**src/design/tmr8_pkg.sv**
```systemverilog
/*
 * Package for the 8-bit timer with one compare channel: mode and action
 * encodings, clock select codes, prescaler taps and reset values.
 * Assumes nothing of its surroundings; every design file imports it whole.
 */
package tmr8_pkg;

    // ********************************************************************
    // Counter and mode encodings
    // ********************************************************************
    localparam int         CNT_W       = 8;
    localparam logic [7:0] CNT_BOTTOM  = 8'h00;
    localparam logic [7:0] CNT_MAX     = 8'hFF;
    localparam logic [7:0] CNT_RESET   = 8'h00;
    localparam logic [7:0] CMP_RESET   = 8'h00;

    localparam logic [1:0] WGM_NORMAL  = 2'h0;
    localparam logic [1:0] WGM_PCPWM   = 2'h1;
    localparam logic [1:0] WGM_CTC     = 2'h2;
    localparam logic [1:0] WGM_FASTPWM = 2'h3;

    localparam logic [1:0] ACT_NONE    = 2'h0;
    localparam logic [1:0] ACT_TOGGLE  = 2'h1;
    localparam logic [1:0] ACT_CLEAR   = 2'h2;
    localparam logic [1:0] ACT_SET     = 2'h3;

    // ********************************************************************
    // Clock select codes and prescaler taps
    // ********************************************************************
    localparam logic [2:0] CS_STOP     = 3'h0;
    localparam logic [2:0] CS_DIV1     = 3'h1;
    localparam logic [2:0] CS_DIV8     = 3'h2;
    localparam logic [2:0] CS_DIV32    = 3'h3;
    localparam logic [2:0] CS_DIV64    = 3'h4;
    localparam logic [2:0] CS_DIV128   = 3'h5;
    localparam logic [2:0] CS_DIV256   = 3'h6;
    localparam logic [2:0] CS_DIV1024  = 3'h7;
    localparam int         PRE_W       = 10;
    localparam logic [9:0] PRE_RESET   = 10'h000;

    // Control fields that travel together from the processor side.
    typedef struct packed {
        logic [1:0] waveMode;
        logic [1:0] outAction;
        logic [2:0] clockSel;
        logic       asyncSel;
    } tmr8_ctrl_s;

endpackage

```
**src/design/tmr8_counter_compare.sv**
```systemverilog
/*
 * Eight-bit timer with one compare channel: counter, compare value that is
 * double-buffered in the PWM modes, flags with interrupt requests and the compare output.
 * Assumes processor strobes are one cycle wide and synchronous to sys_clk,
 * and that the interrupt controller pulses an acknowledge when it services
 * a request. Pin direction and the pin mux are handled outside; the override select is made here.
 */
`timescale 1ns/1ps
module tmr8_counter_compare
    import tmr8_pkg::*;
(
    // Clock and reset
    input  wire logic       sys_clk,
    input  wire logic       reset,
    // Control fields
    input  wire tmr8_ctrl_s ctrl,
    input  wire logic       compareIrqEnable,
    input  wire logic       overflowIrqEnable,
    input  wire logic       crystalPinIn,
    // Processor access strobes
    input  wire logic       countWrite,
    input  wire logic [7:0] countWriteData,
    input  wire logic       compareWrite,
    input  wire logic [7:0] compareWriteData,
    input  wire logic       forceCompareStrobe,
    input  wire logic       compareFlagClear,
    input  wire logic       overflowFlagClear,
    // Interrupt service acknowledges
    input  wire logic       compareIrqAck,
    input  wire logic       overflowIrqAck,
    // Readback
    output logic [7:0]      countValue,
    output logic [7:0]      compareValue,
    output logic            compareFlag,
    output logic            overflowFlag,
    // Interrupt requests
    output logic            compareIrq,
    output logic            overflowIrq,
    // Waveform
    output logic            compareOutput,
    output logic            portOverride
);

    // One-hot count direction used by phase-correct mode.
    typedef enum logic [1:0] {
        DIR_UP   = 2'b01,
        DIR_DOWN = 2'b10
    } tmr8_dir_e;

    logic [7:0] count_r;
    logic [7:0] count_nxt;
    logic [7:0] cmpActive_r;
    logic [7:0] cmpBuffer_r;
    logic       blockMatch_r;
    logic       cmpFlag_r;
    logic       ovfFlag_r;
    logic       cmpIrq_r;
    logic       ovfIrq_r;
    logic       outState_r;
    logic       outState_nxt;
    logic       override_r;
    tmr8_dir_e  dir_r;
    tmr8_dir_e  dir_nxt;
    logic       timerTick;
    logic       match;
    logic       isBottom;
    logic       isMax;
    logic       pwmMode;
    logic       ovfEvent;
    logic       bufLoad;
    logic       liveMatch;
    logic [7:0] cmpView_r;

    // True for both PWM modes, where the compare value is double buffered.
    function automatic logic is_pwm(input logic [1:0] mode);
        is_pwm = (mode == WGM_PCPWM) || (mode == WGM_FASTPWM);
    endfunction

    // Output value that a compare action yields from the current value.
    function automatic logic apply_action(input logic [1:0] act,
                                          input logic       cur);
        case (act)
            ACT_TOGGLE: apply_action = ~cur;
            ACT_CLEAR:  apply_action = 1'b0;
            ACT_SET:    apply_action = 1'b1;
            default:    apply_action = cur;
        endcase
    endfunction

    // ********************************************************************
    // Tick source
    // ********************************************************************
    tmr8_tick_gen u_tick (
        .sys_clk          (sys_clk),
        .reset            (reset),
        .asyncClockSelect (ctrl.asyncSel),
        .crystalPinIn     (crystalPinIn),
        .clockSelectField (ctrl.clockSel),
        .timerTick        (timerTick)
    );

    // ********************************************************************
    // Comparator and extremes
    // ********************************************************************
    assign match    = (count_r == cmpActive_r);
    assign isBottom = (count_r == CNT_BOTTOM);
    assign isMax    = (count_r == CNT_MAX);
    assign pwmMode  = is_pwm(ctrl.waveMode);

    // A match right after a count write is swallowed.
    assign liveMatch = match && !blockMatch_r;

    // ********************************************************************
    // Counter next value
    // ********************************************************************
    // Top is the compare value in clear-on-match mode and 0xFF elsewhere.
    always_comb begin
        count_nxt = count_r;
        dir_nxt   = dir_r;
        ovfEvent  = 1'b0;
        case (ctrl.waveMode)
            WGM_NORMAL: begin
                count_nxt = count_r + 8'h01;
                ovfEvent  = isMax;
            end
            WGM_CTC: begin
                count_nxt = liveMatch ? CNT_BOTTOM : count_r + 8'h01;
                ovfEvent  = isMax;
            end
            WGM_FASTPWM: begin
                count_nxt = count_r + 8'h01;
                ovfEvent  = isMax;
            end
            WGM_PCPWM: begin
                // Direction flips on the tick at an extreme.
                if (isMax) begin
                    dir_nxt = DIR_DOWN;
                end else if (isBottom) begin
                    dir_nxt = DIR_UP;
                end
                count_nxt = (dir_nxt == DIR_UP) ? count_r + 8'h01
                                                : count_r - 8'h01;
                ovfEvent  = isBottom;
            end
            default: begin
                count_nxt = count_r;
            end
        endcase
    end

    // ********************************************************************
    // Counter register
    // ********************************************************************
    // The processor write is checked first so it wins over any tick.
    always_ff @(posedge sys_clk or posedge reset) begin
        if (reset) begin
            count_r <= CNT_RESET;
            dir_r   <= DIR_UP;
        end else if (countWrite) begin
            count_r <= countWriteData;
        end else if (timerTick) begin
            count_r <= count_nxt;
            dir_r   <= dir_nxt;
        end
    end

    // ********************************************************************
    // Match blocking after a count write
    // ********************************************************************
    // Held until the next tick consumes it, even while stopped.
    // Software can thus preload count and compare safely.
    always_ff @(posedge sys_clk or posedge reset) begin
        if (reset) begin
            blockMatch_r <= 1'b0;
        end else if (countWrite) begin
            blockMatch_r <= 1'b1;
        end else if (timerTick) begin
            blockMatch_r <= 1'b0;
        end
    end

    // ********************************************************************
    // Compare value and its buffer
    // ********************************************************************
    // Fast PWM reloads at max, phase-correct at top of its slope (max).
    assign bufLoad = timerTick && pwmMode && isMax;

    // In PWM a write reaches only the buffer, so a slope
    // never sees its compare value change halfway.
    always_ff @(posedge sys_clk or posedge reset) begin
        if (reset) begin
            cmpBuffer_r <= CMP_RESET;
            cmpActive_r <= CMP_RESET;
        end else begin
            if (compareWrite) begin
                cmpBuffer_r <= compareWriteData;
            end
            if (compareWrite && !pwmMode) begin
                cmpActive_r <= compareWriteData;
            end else if (bufLoad) begin
                cmpActive_r <= cmpBuffer_r;
            end
        end
    end

    // ********************************************************************
    // Compare readback register
    // ********************************************************************
    // A flop keeps the mode mux off the port; a mode change
    // shows a cycle late, a write shows at once.
    always_ff @(posedge sys_clk or posedge reset) begin
        if (reset) begin
            cmpView_r <= CMP_RESET;
        end else if (compareWrite) begin
            cmpView_r <= compareWriteData;
        end else begin
            cmpView_r <= pwmMode ? cmpBuffer_r : cmpActive_r;
        end
    end

    // ********************************************************************
    // Flags and interrupt requests
    // ********************************************************************
    // A hardware set in the same cycle as a clear wins, so no event is lost.
    always_ff @(posedge sys_clk or posedge reset) begin
        if (reset) begin
            cmpFlag_r <= 1'b0;
        end else if (timerTick && liveMatch) begin
            cmpFlag_r <= 1'b1;
        end else if (compareFlagClear || compareIrqAck) begin
            cmpFlag_r <= 1'b0;
        end
    end

    // Overflow alike; a count write suppresses its set.
    always_ff @(posedge sys_clk or posedge reset) begin
        if (reset) begin
            ovfFlag_r <= 1'b0;
        end else if (timerTick && !countWrite && ovfEvent) begin
            ovfFlag_r <= 1'b1;
        end else if (overflowFlagClear || overflowIrqAck) begin
            ovfFlag_r <= 1'b0;
        end
    end

    // Requests are registered from the flags, one cycle behind them.
    // This gives the controller a clean flop output.
    always_ff @(posedge sys_clk or posedge reset) begin
        if (reset) begin
            cmpIrq_r <= 1'b0;
            ovfIrq_r <= 1'b0;
        end else begin
            cmpIrq_r <= cmpFlag_r && compareIrqEnable;
            ovfIrq_r <= ovfFlag_r && overflowIrqEnable;
        end
    end

    // ********************************************************************
    // Waveform generator
    // ********************************************************************
    // Action bits are read live each cycle, so a change acts at once.
    // Force wins a tie with a match; both act alike.
    always_comb begin
        outState_nxt = outState_r;
        if (!pwmMode) begin
            if (forceCompareStrobe) begin
                outState_nxt = apply_action(ctrl.outAction, outState_r);
            end else if (timerTick && liveMatch) begin
                outState_nxt = apply_action(ctrl.outAction, outState_r);
            end
        end else if (timerTick && ctrl.outAction[1]) begin
            // Action bit 0 selects the inverting form of the waveform.
            if (ctrl.waveMode == WGM_FASTPWM) begin
                if (isMax) begin
                    outState_nxt = ~ctrl.outAction[0];
                end else if (liveMatch) begin
                    outState_nxt = ctrl.outAction[0];
                end
            end else if (liveMatch) begin
                outState_nxt = (dir_r == DIR_UP) ? ctrl.outAction[0]
                                                 : ~ctrl.outAction[0];
            end
        end
    end

    // Reset is the only thing that reinitialises the output state.
    always_ff @(posedge sys_clk or posedge reset) begin
        if (reset) begin
            outState_r <= 1'b0;
        end else if (ctrl.outAction != ACT_NONE) begin
            outState_r <= outState_nxt;
        end
    end

    // Pin mux select; pin direction is kept outside.
    always_ff @(posedge sys_clk or posedge reset) begin
        if (reset) begin
            override_r <= 1'b0;
        end else begin
            override_r <= (ctrl.outAction != ACT_NONE);
        end
    end

    // ********************************************************************
    // Outputs
    // ********************************************************************
    // Every port is driven straight from a register.
    assign countValue    = count_r;
    assign compareValue  = cmpView_r;
    assign compareFlag   = cmpFlag_r;
    assign overflowFlag  = ovfFlag_r;
    assign compareIrq    = cmpIrq_r;
    assign overflowIrq   = ovfIrq_r;
    assign compareOutput = outState_r;
    assign portOverride  = override_r;

endmodule

```
**src/design/tmr8_tick_gen.sv**
```systemverilog
/*
 * Timer tick generator: picks the I/O clock or the crystal input as the
 * source, divides it through a ten-bit prescaler and emits a one-cycle
 * tick at the selected rate.
 * Assumes the crystal input has already been brought into sys_clk; it is
 * treated as a synchronous level and one source pulse is made per rising edge.
 */
`timescale 1ns/1ps
module tmr8_tick_gen
    import tmr8_pkg::*;
(
    // Clock and reset
    input  wire logic       sys_clk,
    input  wire logic       reset,
    // Source selection
    input  wire logic       asyncClockSelect,
    input  wire logic       crystalPinIn,
    input  wire logic [2:0] clockSelectField,
    // Tick out
    output logic            timerTick
);

    logic [9:0] preCount_r;
    logic [9:0] preCount_nxt;
    logic       xtalPrev_r;
    logic       srcEdge;
    logic       tapHit;

    // ********************************************************************
    // Source edge
    // ********************************************************************
    // The crystal source counts rising edges; the I/O clock counts every
    // cycle, so the source pulse is one cycle wide either way.
    always_ff @(posedge sys_clk or posedge reset) begin
        if (reset) begin
            xtalPrev_r <= 1'b0;
        end else begin
            xtalPrev_r <= crystalPinIn;
        end
    end

    assign srcEdge = asyncClockSelect ? (crystalPinIn & ~xtalPrev_r) : 1'b1;

    // ********************************************************************
    // Prescaler
    // ********************************************************************
    // Free-running; a tap fires when all bits below it are ones, just before they wrap.
    assign preCount_nxt = preCount_r + 10'h001;

    always_ff @(posedge sys_clk or posedge reset) begin
        if (reset) begin
            preCount_r <= PRE_RESET;
        end else if (srcEdge) begin
            preCount_r <= preCount_nxt;
        end
    end

    always_comb begin
        case (clockSelectField)
            CS_STOP:    tapHit = 1'b0;
            CS_DIV1:    tapHit = 1'b1;
            CS_DIV8:    tapHit = (preCount_r[2:0] == 3'h7);
            CS_DIV32:   tapHit = (preCount_r[4:0] == 5'h1F);
            CS_DIV64:   tapHit = (preCount_r[5:0] == 6'h3F);
            CS_DIV128:  tapHit = (preCount_r[6:0] == 7'h7F);
            CS_DIV256:  tapHit = (preCount_r[7:0] == 8'hFF);
            CS_DIV1024: tapHit = (preCount_r == 10'h3FF);
            default:    tapHit = 1'b0;
        endcase
    end

    assign timerTick = srcEdge & tapHit;

endmodule

```
**config.mk**
```make
export PLATFORM = sky130hd
export DESIGN_NAME = tmr8_counter_compare
export DESIGN_NICKNAME = d
export VERILOG_FILES = /design/src/design/tmr8_pkg.sv /design/src/design/tmr8_counter_compare.sv /design/src/design/tmr8_tick_gen.sv
export SDC_FILE = /design/constraint.sdc
export NUM_CORES = 1
export LEC_CHECK = 0
export BUFFER_PORTS_ARGS = -buffer_cell sky130_fd_sc_hd__buf_4
export CAP_MARGIN = 20
export CORE_MARGIN = 2
export CORE_UTILIZATION = 40
export DETAILED_ROUTE_END_ITERATION = 16
export PLACE_DENSITY = 0.7
export SLEW_MARGIN = 10
export SYNTH_ARGS = -nofsm -noshare
export SYNTH_HDL_FRONTEND = slang
export SYNTH_SLANG_ARGS = --single-unit
```
**constraint.sdc**
```tcl
create_clock -name sys_clk -period 3.1 [get_ports sys_clk]
set_input_delay 0.31 -clock sys_clk [delete_from_list [all_inputs] [get_ports sys_clk]]
set_output_delay 0.31 -clock sys_clk [all_outputs]
set_load 0.01 [all_outputs]
```
# [Word-level counts from Yosys, hierarchy flattened]
# Cells that the tools add are included.
[totals] reg_bits=52 input_bits=36 word_cells=109
[op_classes] add_sub_neg=3 eq_ne=26 muxes=31 bitwise=6 n_reduce_logical=29
[op_table] op="$mux 8" count=8
[op_table] op="$pmux 8 s3" count=1
[op_table] op="$eq 8x8->1 const B" count=2
[op_table] op="$mux 1" count=16
[op_table] op="$eq 3x3->1 const B" count=5
[op_table] op="$add 10x1->10 const B" count=1
[op_table] op="$eq 10x10->1 const B" count=1
[op_table] op="$logic_and 1x1->1" count=10
[op_table] op="$reduce_bool 2->1" count=5
[op_table] op="$add 8x1->8 const B" count=1
[op_table] op="$eq 2x1->1 const B" count=4
[op_table] op="$eq 2x2->1 const B" count=4
[op_table] op="$eq 8x8->1" count=1
[op_table] op="$logic_not 8->1" count=1
[op_table] op="$pmux 1 s8" count=1
[op_table] op="$sub 8x1->8 const B" count=1
[op_table] op="$eq 7x7->1 const B" count=1
[op_table] op="$eq 3x2->1 const B" count=2
[op_table] op="$eq 6x6->1 const B" count=1
[op_table] op="$mux 2" count=3
[op_table] op="$eq 5x5->1 const B" count=1
[op_table] op="$reduce_and 5->1" count=1
[op_table] op="$not 1->1" count=4
[op_table] op="$eq 3x1->1 const B" count=1
[op_table] op="14 further kinds" count=19

# [Logic depth before layout (Yosys ltp)]
# Gate-level depths: netlist of run 1.
[logic_depth] depth_word=9 depth_mapped=10 mapped_depth_nobuf=9

# [By module]
# Synthesis of run 1 repeated with hierarchy kept, for this count alone.
[unflattened] cells_unflattened=316 area_unflattened_um2=3041.7
[modules_own_cells] mod="tmr8_counter_compare" instances=1 cells_each=260 area_each_um2=2458.6
[modules_own_cells] mod="tmr8_tick_gen" instances=1 cells_each=56 area_each_um2=583.1

# [Worst setup path after synthesis of run 1]
# Ideal clock, no wire load.
[synth_timing] path_type="reg2reg" from="register u_tick.preCount_r[0]" to="register count_r[3] (netlist: countValue[3])" arrival_time_ns=2.230 slack_ns=0.776 stages_incl_launch_ff=11 cell_sequence="dfrtp_1 ha_1 and3_1 ha_1 and3b_1 a2111oi_0 a31oi_1 nand2b_1 clkbuf_1 a221oi_1 a221oi_2"
[synth_via] elab_chain_len=4
[synth_rtl] element="start: declaration" line_no="tmr8_tick_gen.sv:23" rtl="logic [9:0] preCount_r;"
[synth_rtl] element="start signal: assignment" line_no="tmr8_tick_gen.sv:54" rtl="preCount_r <= preCount_nxt;"
[synth_rtl] element="$eq 10x10->1 (tied with other cells)" line_no="tmr8_tick_gen.sv:67" rtl="CS_DIV1024: tapHit = (preCount_r == 10'h3FF);"
[synth_rtl] element="$pmux 1 s8 *" line_no="tmr8_tick_gen.sv:59" rtl="case (clockSelectField)"
[synth_rtl] element="$and 1x1->1 *" line_no="tmr8_tick_gen.sv:72" rtl="assign timerTick = srcEdge & tapHit;"
[synth_rtl] element="$reduce_bool 2->1 (no source line) *"
[synth_rtl] element="end signal: assignment" line_no="tmr8_counter_compare.sv:160" rtl="count_r <= countWriteData;"
[synth_rtl] element="end signal: assignment" line_no="tmr8_counter_compare.sv:162" rtl="count_r <= count_nxt;"
[synth_rtl] element="end: declaration" line_no="tmr8_counter_compare.sv:50" rtl="logic [7:0] count_r;"
# Every way passes the cells marked *; elsewhere a longest branch is shown, timed or not.
# A chain may end at the register's enable or synchronous reset.

# [Worst setup path after layout of run 1]
[layout_timing] from="register u_tick.preCount_r[0]" to="register cmpActive_r[6]"
[layout_via] elab_chain_len=6
[layout_rtl] element="$eq 10x10->1 (tied with other cells)" line_no="tmr8_tick_gen.sv:67"
[layout_rtl] element="$pmux 1 s8 *" line_no="tmr8_tick_gen.sv:59"
[layout_rtl] element="$and 1x1->1 *" line_no="tmr8_tick_gen.sv:72"
[layout_rtl] element="$logic_and 1x1->1 * (2 in a row)" line_no="tmr8_counter_compare.sv:186" rtl="assign bufLoad = timerTick && pwmMode && isMax;"
[layout_rtl] element="$reduce_bool 2->1 (no source line) *"
[layout_rtl] element="end signal: assignment" line_no="tmr8_counter_compare.sv:199" rtl="cmpActive_r <= compareWriteData;"
[layout_rtl] element="end signal: assignment" line_no="tmr8_counter_compare.sv:201" rtl="cmpActive_r <= cmpBuffer_r;"
[layout_rtl] element="end: declaration" line_no="tmr8_counter_compare.sv:52" rtl="logic [7:0] cmpActive_r;"
# Marked as above.

==> results.md, run 1 <==
- Status: finished clean
- Hold path startpoint: crystalPinIn
- Setup WS post-layout: 470.0 ps
- Crit end category: flip-flop
- Seq cells post-synth: 52
- PortBufs: 57
- Vias in the first global route: 2475
- Grt total ovfl: 0
- Site Rows: 31
- Max-slew violation count: 0
- GR Util All Layers: 17.31%
- Yosys warnings: 0
- Setup violations, final: 0
- Met3 usage in global routing: 3.840%
- Setup_tns: 0 ps
- Reg-to-reg setup timing slack: 470 ps
- CP Data Arrival Time: 2790 ps
- Global placer's final weighted congestion: 0.8939
- Leak Pwr: 1.652 nW
- Post-Synth XOR/XNOR Area: 7.644%
- Vias per Instance: 5.169
- Post-Synth Simple-Gate Area: 17.09%
- Syn Inst Count: 322
- Tmin final: 2630 ps
- Hold Crit Depth: 1
- Remaining routing DRC violations: 0
- Die height: 90.30 µm
- PwrDens: 491.8 nW/µm²
- Initial Util: 41.29%
- # clock sinks: 52
- RSZ-0062 raised after global routing: false
- CTS max path bufs: 2
- Total iterations of the first detailed-routing run: 4
- Post-route ant nets: 0
- Fmax: 0.3802 GHz
- Met2 Usage GRT: 28.76%
- Skew-Pair Late Insertion Delay: 310 ps
- FF-to-FF Start: u_tick.preCount_r[0]$_DFFE_PP0P_
- Largest family of logic cells by synthesized area: simple AND/OR/NAND/NOR gates
- Mux contribution to synthesized area: 7.938%
- Max_cap viols: 0
- Unique masters post-synth: 50
- CTS tree: yes
- Largest net degree at the start of global routing: 40
- Combinational power share: 24.8%
- Number of diodes: 0
- Cell Area, Placed: 3515 µm²
- Mapped Area: 2979 µm²
- Pint: 0.001248 W
- Fraction of layout cells with a size suffix above 1: 21.64%
- Worst EP required: 3260 ps
- I/O Pins: 58
- Slew at the pin closest to its max-slew limit: 530.2 ps
- Detailed Place HPWL: 4.933 mm
- Most frequent cells in the layout: buf_4, dfrtp_1, nand2_1
- Iter 0 DRT Violations: 170
- Crit-path max FO: 16
- Sw Ratio: 30.15%
- Seq pwr share: 49.2%
- Tcrit/Tclk final: 84.84%
- Worst setup SP type: flip-flop
- Final nets: 422
- Pre-CTS setup slack: 503.9 ps
- Via count: 2471
- Core area: 7214 µm²
- Slew headroom: 64.54%
- Avg WL per Cell: 13.87 µm
- Clk pwr share: 26.0%
- Global Route met1 Usage: 22.82%
- Commonest non-fill, non-tap cell in the layout: buf_4
- Final hold violations: 0
- Peak supply drop: 0.0002515 V
- Net switching power: 0.0005386 W
- Clock transition at path regs: 90 ps
- Hold EP: u_tick.xtalPrev_r$_DFF_PP0_
- Post-synth EDFFs: 0
- Root Driver: clkbuf_8
- Initial antenna violation count: 0
- Synthesized-area fraction occupied by adder cells: 3.360%
- Fin util: 50.35%
- Clock buffer count from CTS: 5
- Hold crit path type: input port to flip-flop
- Design area: 3632 µm²
- Die X: 90.30 µm
- Synth Area in Compound Gates: 15.62%
- Synth-to-layout area growth: 21.92%
- CTS H-tree lvls: 2
- Post-Route WL: 6.631 mm
- Syn_area_per_cell: 9.252 µm²
- Hold WS: 122.9 ps
- Async set-reset flop share out of synthesis: 100.0%
- Grt peak-use layer: met2
- Ys flop type: dfrtp_1
- Worst clock skew: 10.41 ps
- Die area: 8154 µm²
- Worst R2R End: cmpActive_r[6]$_DFFE_PP0P_
- Post-synth net total: 366
- First-pass GRT wire length: 11.59 mm
- Sequential fraction of the synthesis area: 43.72%
- CP Class: flip-flop to flip-flop
- R2R depth: 10
- Fillcell total: 720
==> worst max-delay path by stage <==
stage / start / to / slack (ps) / cells after the start
floorplan: u_tick.preCount_r[0]$_DFFE_PP0P_ / countValue[3]$_DFFE_PP0P_ / 780 / 10
global placement: u_tick.preCount_r[0]$_DFFE_PP0P_ / cmpActive_r[4]$_DFFE_PP0P_ / 570 / 10
detailed placement: u_tick.preCount_r[0]$_DFFE_PP0P_ / cmpActive_r[7]$_DFFE_PP0P_ / 500 / 10
CTS: u_tick.preCount_r[0]$_DFFE_PP0P_ / cmpActive_r[6]$_DFFE_PP0P_ / 470 / 10
global route: u_tick.preCount_r[1]$_DFFE_PP0P_ / cmpActive_r[3]$_DFFE_PP0P_ / 260 / 10
finish: u_tick.preCount_r[0]$_DFFE_PP0P_ / cmpActive_r[6]$_DFFE_PP0P_ / 470 / 10
==> power by group through the flow <==
stage | combinational [W] | sequential (W) | clock [W]
after floorplan | 0.000296 | 0.000869 | 0
after global placement | 0.000425 | 0.000889 | 0
after detailed placement | 0.000446 | 0.000894 | 0
after CTS | 0.000450 | 0.000881 | 0.000480
after global routing | 0.000499 | 0.000898 | 0.000507
final | 0.000443 | 0.000880 | 0.000464
==> routing by layer <==
| metal | wire (µm) | vias up |
|---|---|---|
| li1 | - | 1227 |
| met4 | 68 | 0 |
| met3 | 373 | 8 |
| met2 | 3087 | 69 |
| met5 | 0 | - |
| met1 | 3101 | 1167 |
==> metrics by stage <==
step / power [W] / instances
floorplan: 0.001165 / 322
global placement: 0.001314 / 468
detailed placement: 0.001340 / 469
CTS: 0.001810 / 478
global route: 0.001904 / 478
finish: 0.001786 / 478
==> kinds of logic (layout without fill, tap and decap cells) <==
kind of cell | after synthesis | in the layout
flops | 52 | 52
compound gates | 74 | 74
xor+xnor | 26 | 26
buf+inv | 34 | 91
simple gates | 105 | 105
mux | 23 | 23
fa+ha+maj | 8 | 8
==> flip-flops by register name (all words and copies together), names as in the netlist <==
register           cells
u_tick.xtalPrev_r      1
u_tick.preCount_r     10
countValue             8
compareValue           8
overflowFlag           1
cmpBuffer_r            8
compareOutput          1
cmpActive_r            8
portOverride           1
blockMatch_r           1
compareIrq             1
overflowIrq            1
compareFlag            1
dir_r                  2
==> worst max-delay path, cell delays in order, from the launching register on <==
cell and delay, ps:
dfrtp_1 380, ha_1 190, and3_1 180, ha_1 130, and3b_1 160, a2111oi_0 360
a31oi_1 70, buf_4 220, nor3_4 480, mux2i_1 240, a21oi_1 80
==> synthesized netlist by cell type, types with 2 or more instances <==
cell	number	area [µm²]
a31oi_1	3	18.77
xnor2_1	10	87.58
o221a_1	2	22.52
inv_1	21	78.83
o21ai_0	24	120.1
nor3_1	6	30.03
xor2_1	16	140.1
a21oi_1	24	120.1
ha_1	8	100.1
mux2i_1	18	180.2
or3_1	2	12.51
nor2_1	28	105.1
dfrtp_1	51	1276
nor2b_1	3	18.77
clkbuf_1	10	37.54
nand2_1	33	123.9
mux2_2	4	45.04
nand2b_1	6	37.54
nor4_1	3	18.77
and3_1	4	25.02
and2_1	4	25.02
buf_2	2	10.01
nand3_1	7	35.03
o21a_1	2	15.01
a21boi_0	2	15.01
a21o_1	2	15.01
o211ai_1	2	15.01
or2_2	3	18.77
==> final cells by class <==
| type | instances | area [µm²] | share of cell area (%) |
|---|---|---|---|
| clock buffers | 6 | 72.57 | 1.998 |
| clock inverters | 2 | 35.03 | 0.9645 |
| inverters | 21 | 78.83 | 2.170 |
| flip-flops and latches | 52 | 1303 | 35.86 |
| repair buffers | 62 | 480.5 | 13.23 |
| multi-input cells | 236 | 1539 | 42.37 |
| well taps | 99 | 123.9 | 3.410 |
==> repair_timing <==
action | in CTS | in global routing
hold endpoints to repair | 12 | 0
hold buffers | 1 | 0
setup buffers | 0 | 0
resized for setup | 0 | 0
(Power assumes the default switching activity.)
==> run 2: changes to the inputs <==
==> constraint.sdc (replaced) <==
create_clock -name sys_clk -period 2.6 [get_ports sys_clk]
set_input_delay 0.26 -clock sys_clk [delete_from_list [all_inputs] [get_ports sys_clk]]
set_output_delay 0.26 -clock sys_clk [all_outputs]
set_load 0.01 [all_outputs]
==> run 2 against run 1 <==
Final area up 2.1%. Clock power is 27% higher. First-iteration DRC count shrank 24%. Via count grew 0.97%. Setup slack got worse by 240 ps. Sequential power is 18% higher. Critical path depth is 1 higher. Combinational power rose by 29%. Wire length grew 1.8%. Clock skew grew 0.65 ps. Highest routed layer unchanged.
==> results.md, run 2 (synthesis results as in run 1) <==
- Global placer's final weighted congestion: 0.8952 (was 0.8939)
- Root Driver: clkbuf_8 (unchanged)
- Most flops, register: u_tick.preCount_r (unchanged)
- Max_cap viols: 0 (unchanged)
- RSZ-0062 raised after global routing: false (unchanged)
- Die height: 90.30 µm (unchanged)
- Hold crit path type: input port to asynchronous set/reset pin (was input port to flip-flop)
- Total iterations of the first detailed-routing run: 4 (unchanged)
- Tmin final: 2375 ps (was 2630 ps)
- Commonest non-fill, non-tap cell in the layout: buf_4 (unchanged)
- CTS tree: yes (unchanged)
- # clock sinks: 52 (unchanged)
- Crit end category: flip-flop (unchanged)
- Largest delay contributor family on the critical path: simple AND/OR/NAND/NOR gates (unchanged)
- Fmax: 0.4211 GHz (was 0.3802 GHz)
- CP cell instances: ha_1 > and3_1 > ha_1 > and3b_1 > a2111oi_2 > a31oi_1 > buf_12 > nor3_4 > buf_12 > mux2i_1 > a21oi_1 (was ha_1 > and3_1 > ha_1 > and3b_1 > a2111oi_0 > a31oi_1 > buf_4 > nor3_4 > mux2i_1 > a21oi_1)
- PortBufs: 57 (unchanged)
- Die area: 8154 µm² (unchanged)
- Vias in the first global route: 2300 (was 2475)
- Slowest stage delay, CP: 380 ps (was 480 ps)
- Tcrit/Tclk final: 91.34% (was 84.84%)
- Initial Util: 41.29% (unchanged)
- Core area: 7214 µm² (unchanged)
- Worst setup SP type: flip-flop (unchanged)
- Post-route ant nets: 0 (unchanged)
- CP Data Arrival Time: 2550 ps (was 2790 ps)
- Setup_tns: 0 ps (unchanged)
- I/O Pins: 58 (unchanged)
- Synth-to-layout area growth: 24.53% (was 21.92%)
- Site Rows: 31 (unchanged)
- Grt total ovfl: 0 (unchanged)
- Max-slew violation count: 0 (unchanged)
- Clock transition at path regs: 100 ps (was 90 ps)
- Max reg flops: 10 (unchanged)
- Final hold violations: 0 (unchanged)
- Fillcell total: 700 (was 720)
- Vias per Instance: 5.155 (was 5.169)
- Clock buffer count from CTS: 5 (unchanged)
- PwrDens: 592.3 nW/µm² (was 491.8 nW/µm²)
- Die X: 90.30 µm (unchanged)
- CTS H-tree lvls: 2 (unchanged)
- Leak Pwr: 1.694 nW (was 1.652 nW)
- Avg WL per Cell: 13.95 µm (was 13.87 µm)
- CP Class: flip-flop to flip-flop (unchanged)
- Post-Route WL: 6.753 mm (was 6.631 mm)
- CP max-delay cell: dfrtp_1 (was nor3_4)
- Initial antenna violation count: 0 (unchanged)
- Peak supply drop: 0.0002792 V (was 0.0002515 V)
- GR Util All Layers: 16.35% (was 17.31%)
- Status: finished clean (unchanged)
- Setup violations, final: 0 (unchanged)
- CTS max path bufs: 2 (unchanged)
- Most frequent cells in the layout: buf_4, dfrtp_1, nand2_1 (unchanged)
- Remaining routing DRC violations: 0 (unchanged)
- CP Buf/Inv Count: 2 (was 1)
- DP Cell Count: 475 (was 469)
- Iter 0 DRT Violations: 130 (was 170)
- First-pass GRT wire length: 10.87 mm (was 11.59 mm)
- Number of diodes: 0 (unchanged)
- Via count: 2495 (was 2471)
- Non-filler cells, final: 484 (was 478)
- Worst EP required: 2780 ps (was 3260 ps)
- Fraction of layout cells with a size suffix above 1: 23.90% (was 21.64%)
- Slew at the pin closest to its max-slew limit: 652.7 ps (was 530.2 ps)
- Worst clock skew: 11.06 ps (was 10.41 ps)
- Crit-path max FO: 16 (unchanged)
- Detailed Place HPWL: 5.003 mm (was 4.933 mm)
- Skew-Pair Late Insertion Delay: 310 ps (about the same)
- Final nets: 428 (was 422)
- Largest net degree at the start of global routing: 31 (was 40)
- Slew headroom: 56.43% (was 64.54%)
- Overall Power: 0.002197 W (was 0.001786 W)
==> run 2: cell count changes in the layout (fill, tap and decap cells not counted) <==
cell	before	now
clkinv_4	0	1
clkinv_2	1	0
a2111oi_2	0	1
nand2b_1	6	5
buf_12	1	2
nand2b_2	0	1
dlygate4sd3_1	1	0
a2111oi_0	1	0
clkbuf_1	1	0
buf_4	60	66
clkbuf_8	5	6
==> run 2: cell type report <==
type,instances,area (µm²),share of cell area (%)
well taps,99,123.9,3.339
flip-flops and latches,52,1303,35.11
clock buffers,6,82.58,2.226
multi-input cells,236,1548,41.72
repair buffers,68,535.5,14.44
clock inverters,2,38.79,1.046
inverters,21,78.83,2.125
==> run 2: path summary, 6_finish.rpt <==
kind / cells after the start / slack [ps] / from / to
max in group asynchronous: 3 / 1890 / reset / dir_r[0]$_DFFE_PP1P_
min reg2reg: 1 / 480 / u_tick.preCount_r[9]$_DFFE_PP0P_ / u_tick.preCount_r[9]$_DFFE_PP0P_
min: 2 / 40 / reset / u_tick.xtalPrev_r$_DFF_PP0_
min in group sys_clk: 1 / 60 / crystalPinIn / u_tick.xtalPrev_r$_DFF_PP0_
max: 11 / 230 / u_tick.preCount_r[1]$_DFFE_PP0P_ / cmpActive_r[2]$_DFFE_PP0P_
max reg2reg: 11 / 230 / u_tick.preCount_r[1]$_DFFE_PP0P_ / cmpActive_r[2]$_DFFE_PP0P_
==> run 2: per-stage QoR <==
step	worst slack [ps]	hold WS [ps]	area, µm²	utilization [%]
floorplan	275.7	291.4	2979	-
global placement	186.2	380.5	3572	49.51
detailed placement	126.7	381.6	3572	49.51
CTS	94.68	57.83	3694	51.20
global route	6.204	47.63	3710	51.42
finish	225.1	38.54	3710	51.42
==> run 2: layer usage <==
layer  GRT usage (%)  wire, µm  vias up
li1                -         -     1237
met1           22.43      3080     1173
met2           26.38      3205       77
met3           3.506       392        8
met4           4.359        74        0
met5               0         0        -
==> run 2: report_power, final <==
group | leakage, nW | total (W) | switching, W | internal [W]
Sequential | 0.619 | 0.00104 | 0.000111 | 0.000928
Combinational | 1.01 | 0.000570 | 0.000278 | 0.000292
Clock | 0.0614 | 0.000588 | 0.000273 | 0.000315
Total | 1.69 | 0.00220 | 0.000662 | 0.00154
==> run 2: repair_timing <==
action | CTS | global route
hold buffers | 0 | 0
resized for setup | 0 | 3
endpoints found under the hold margin | 0 | 0
buffers inserted | 0 | 1
setup endpoints to repair | 0 | 15
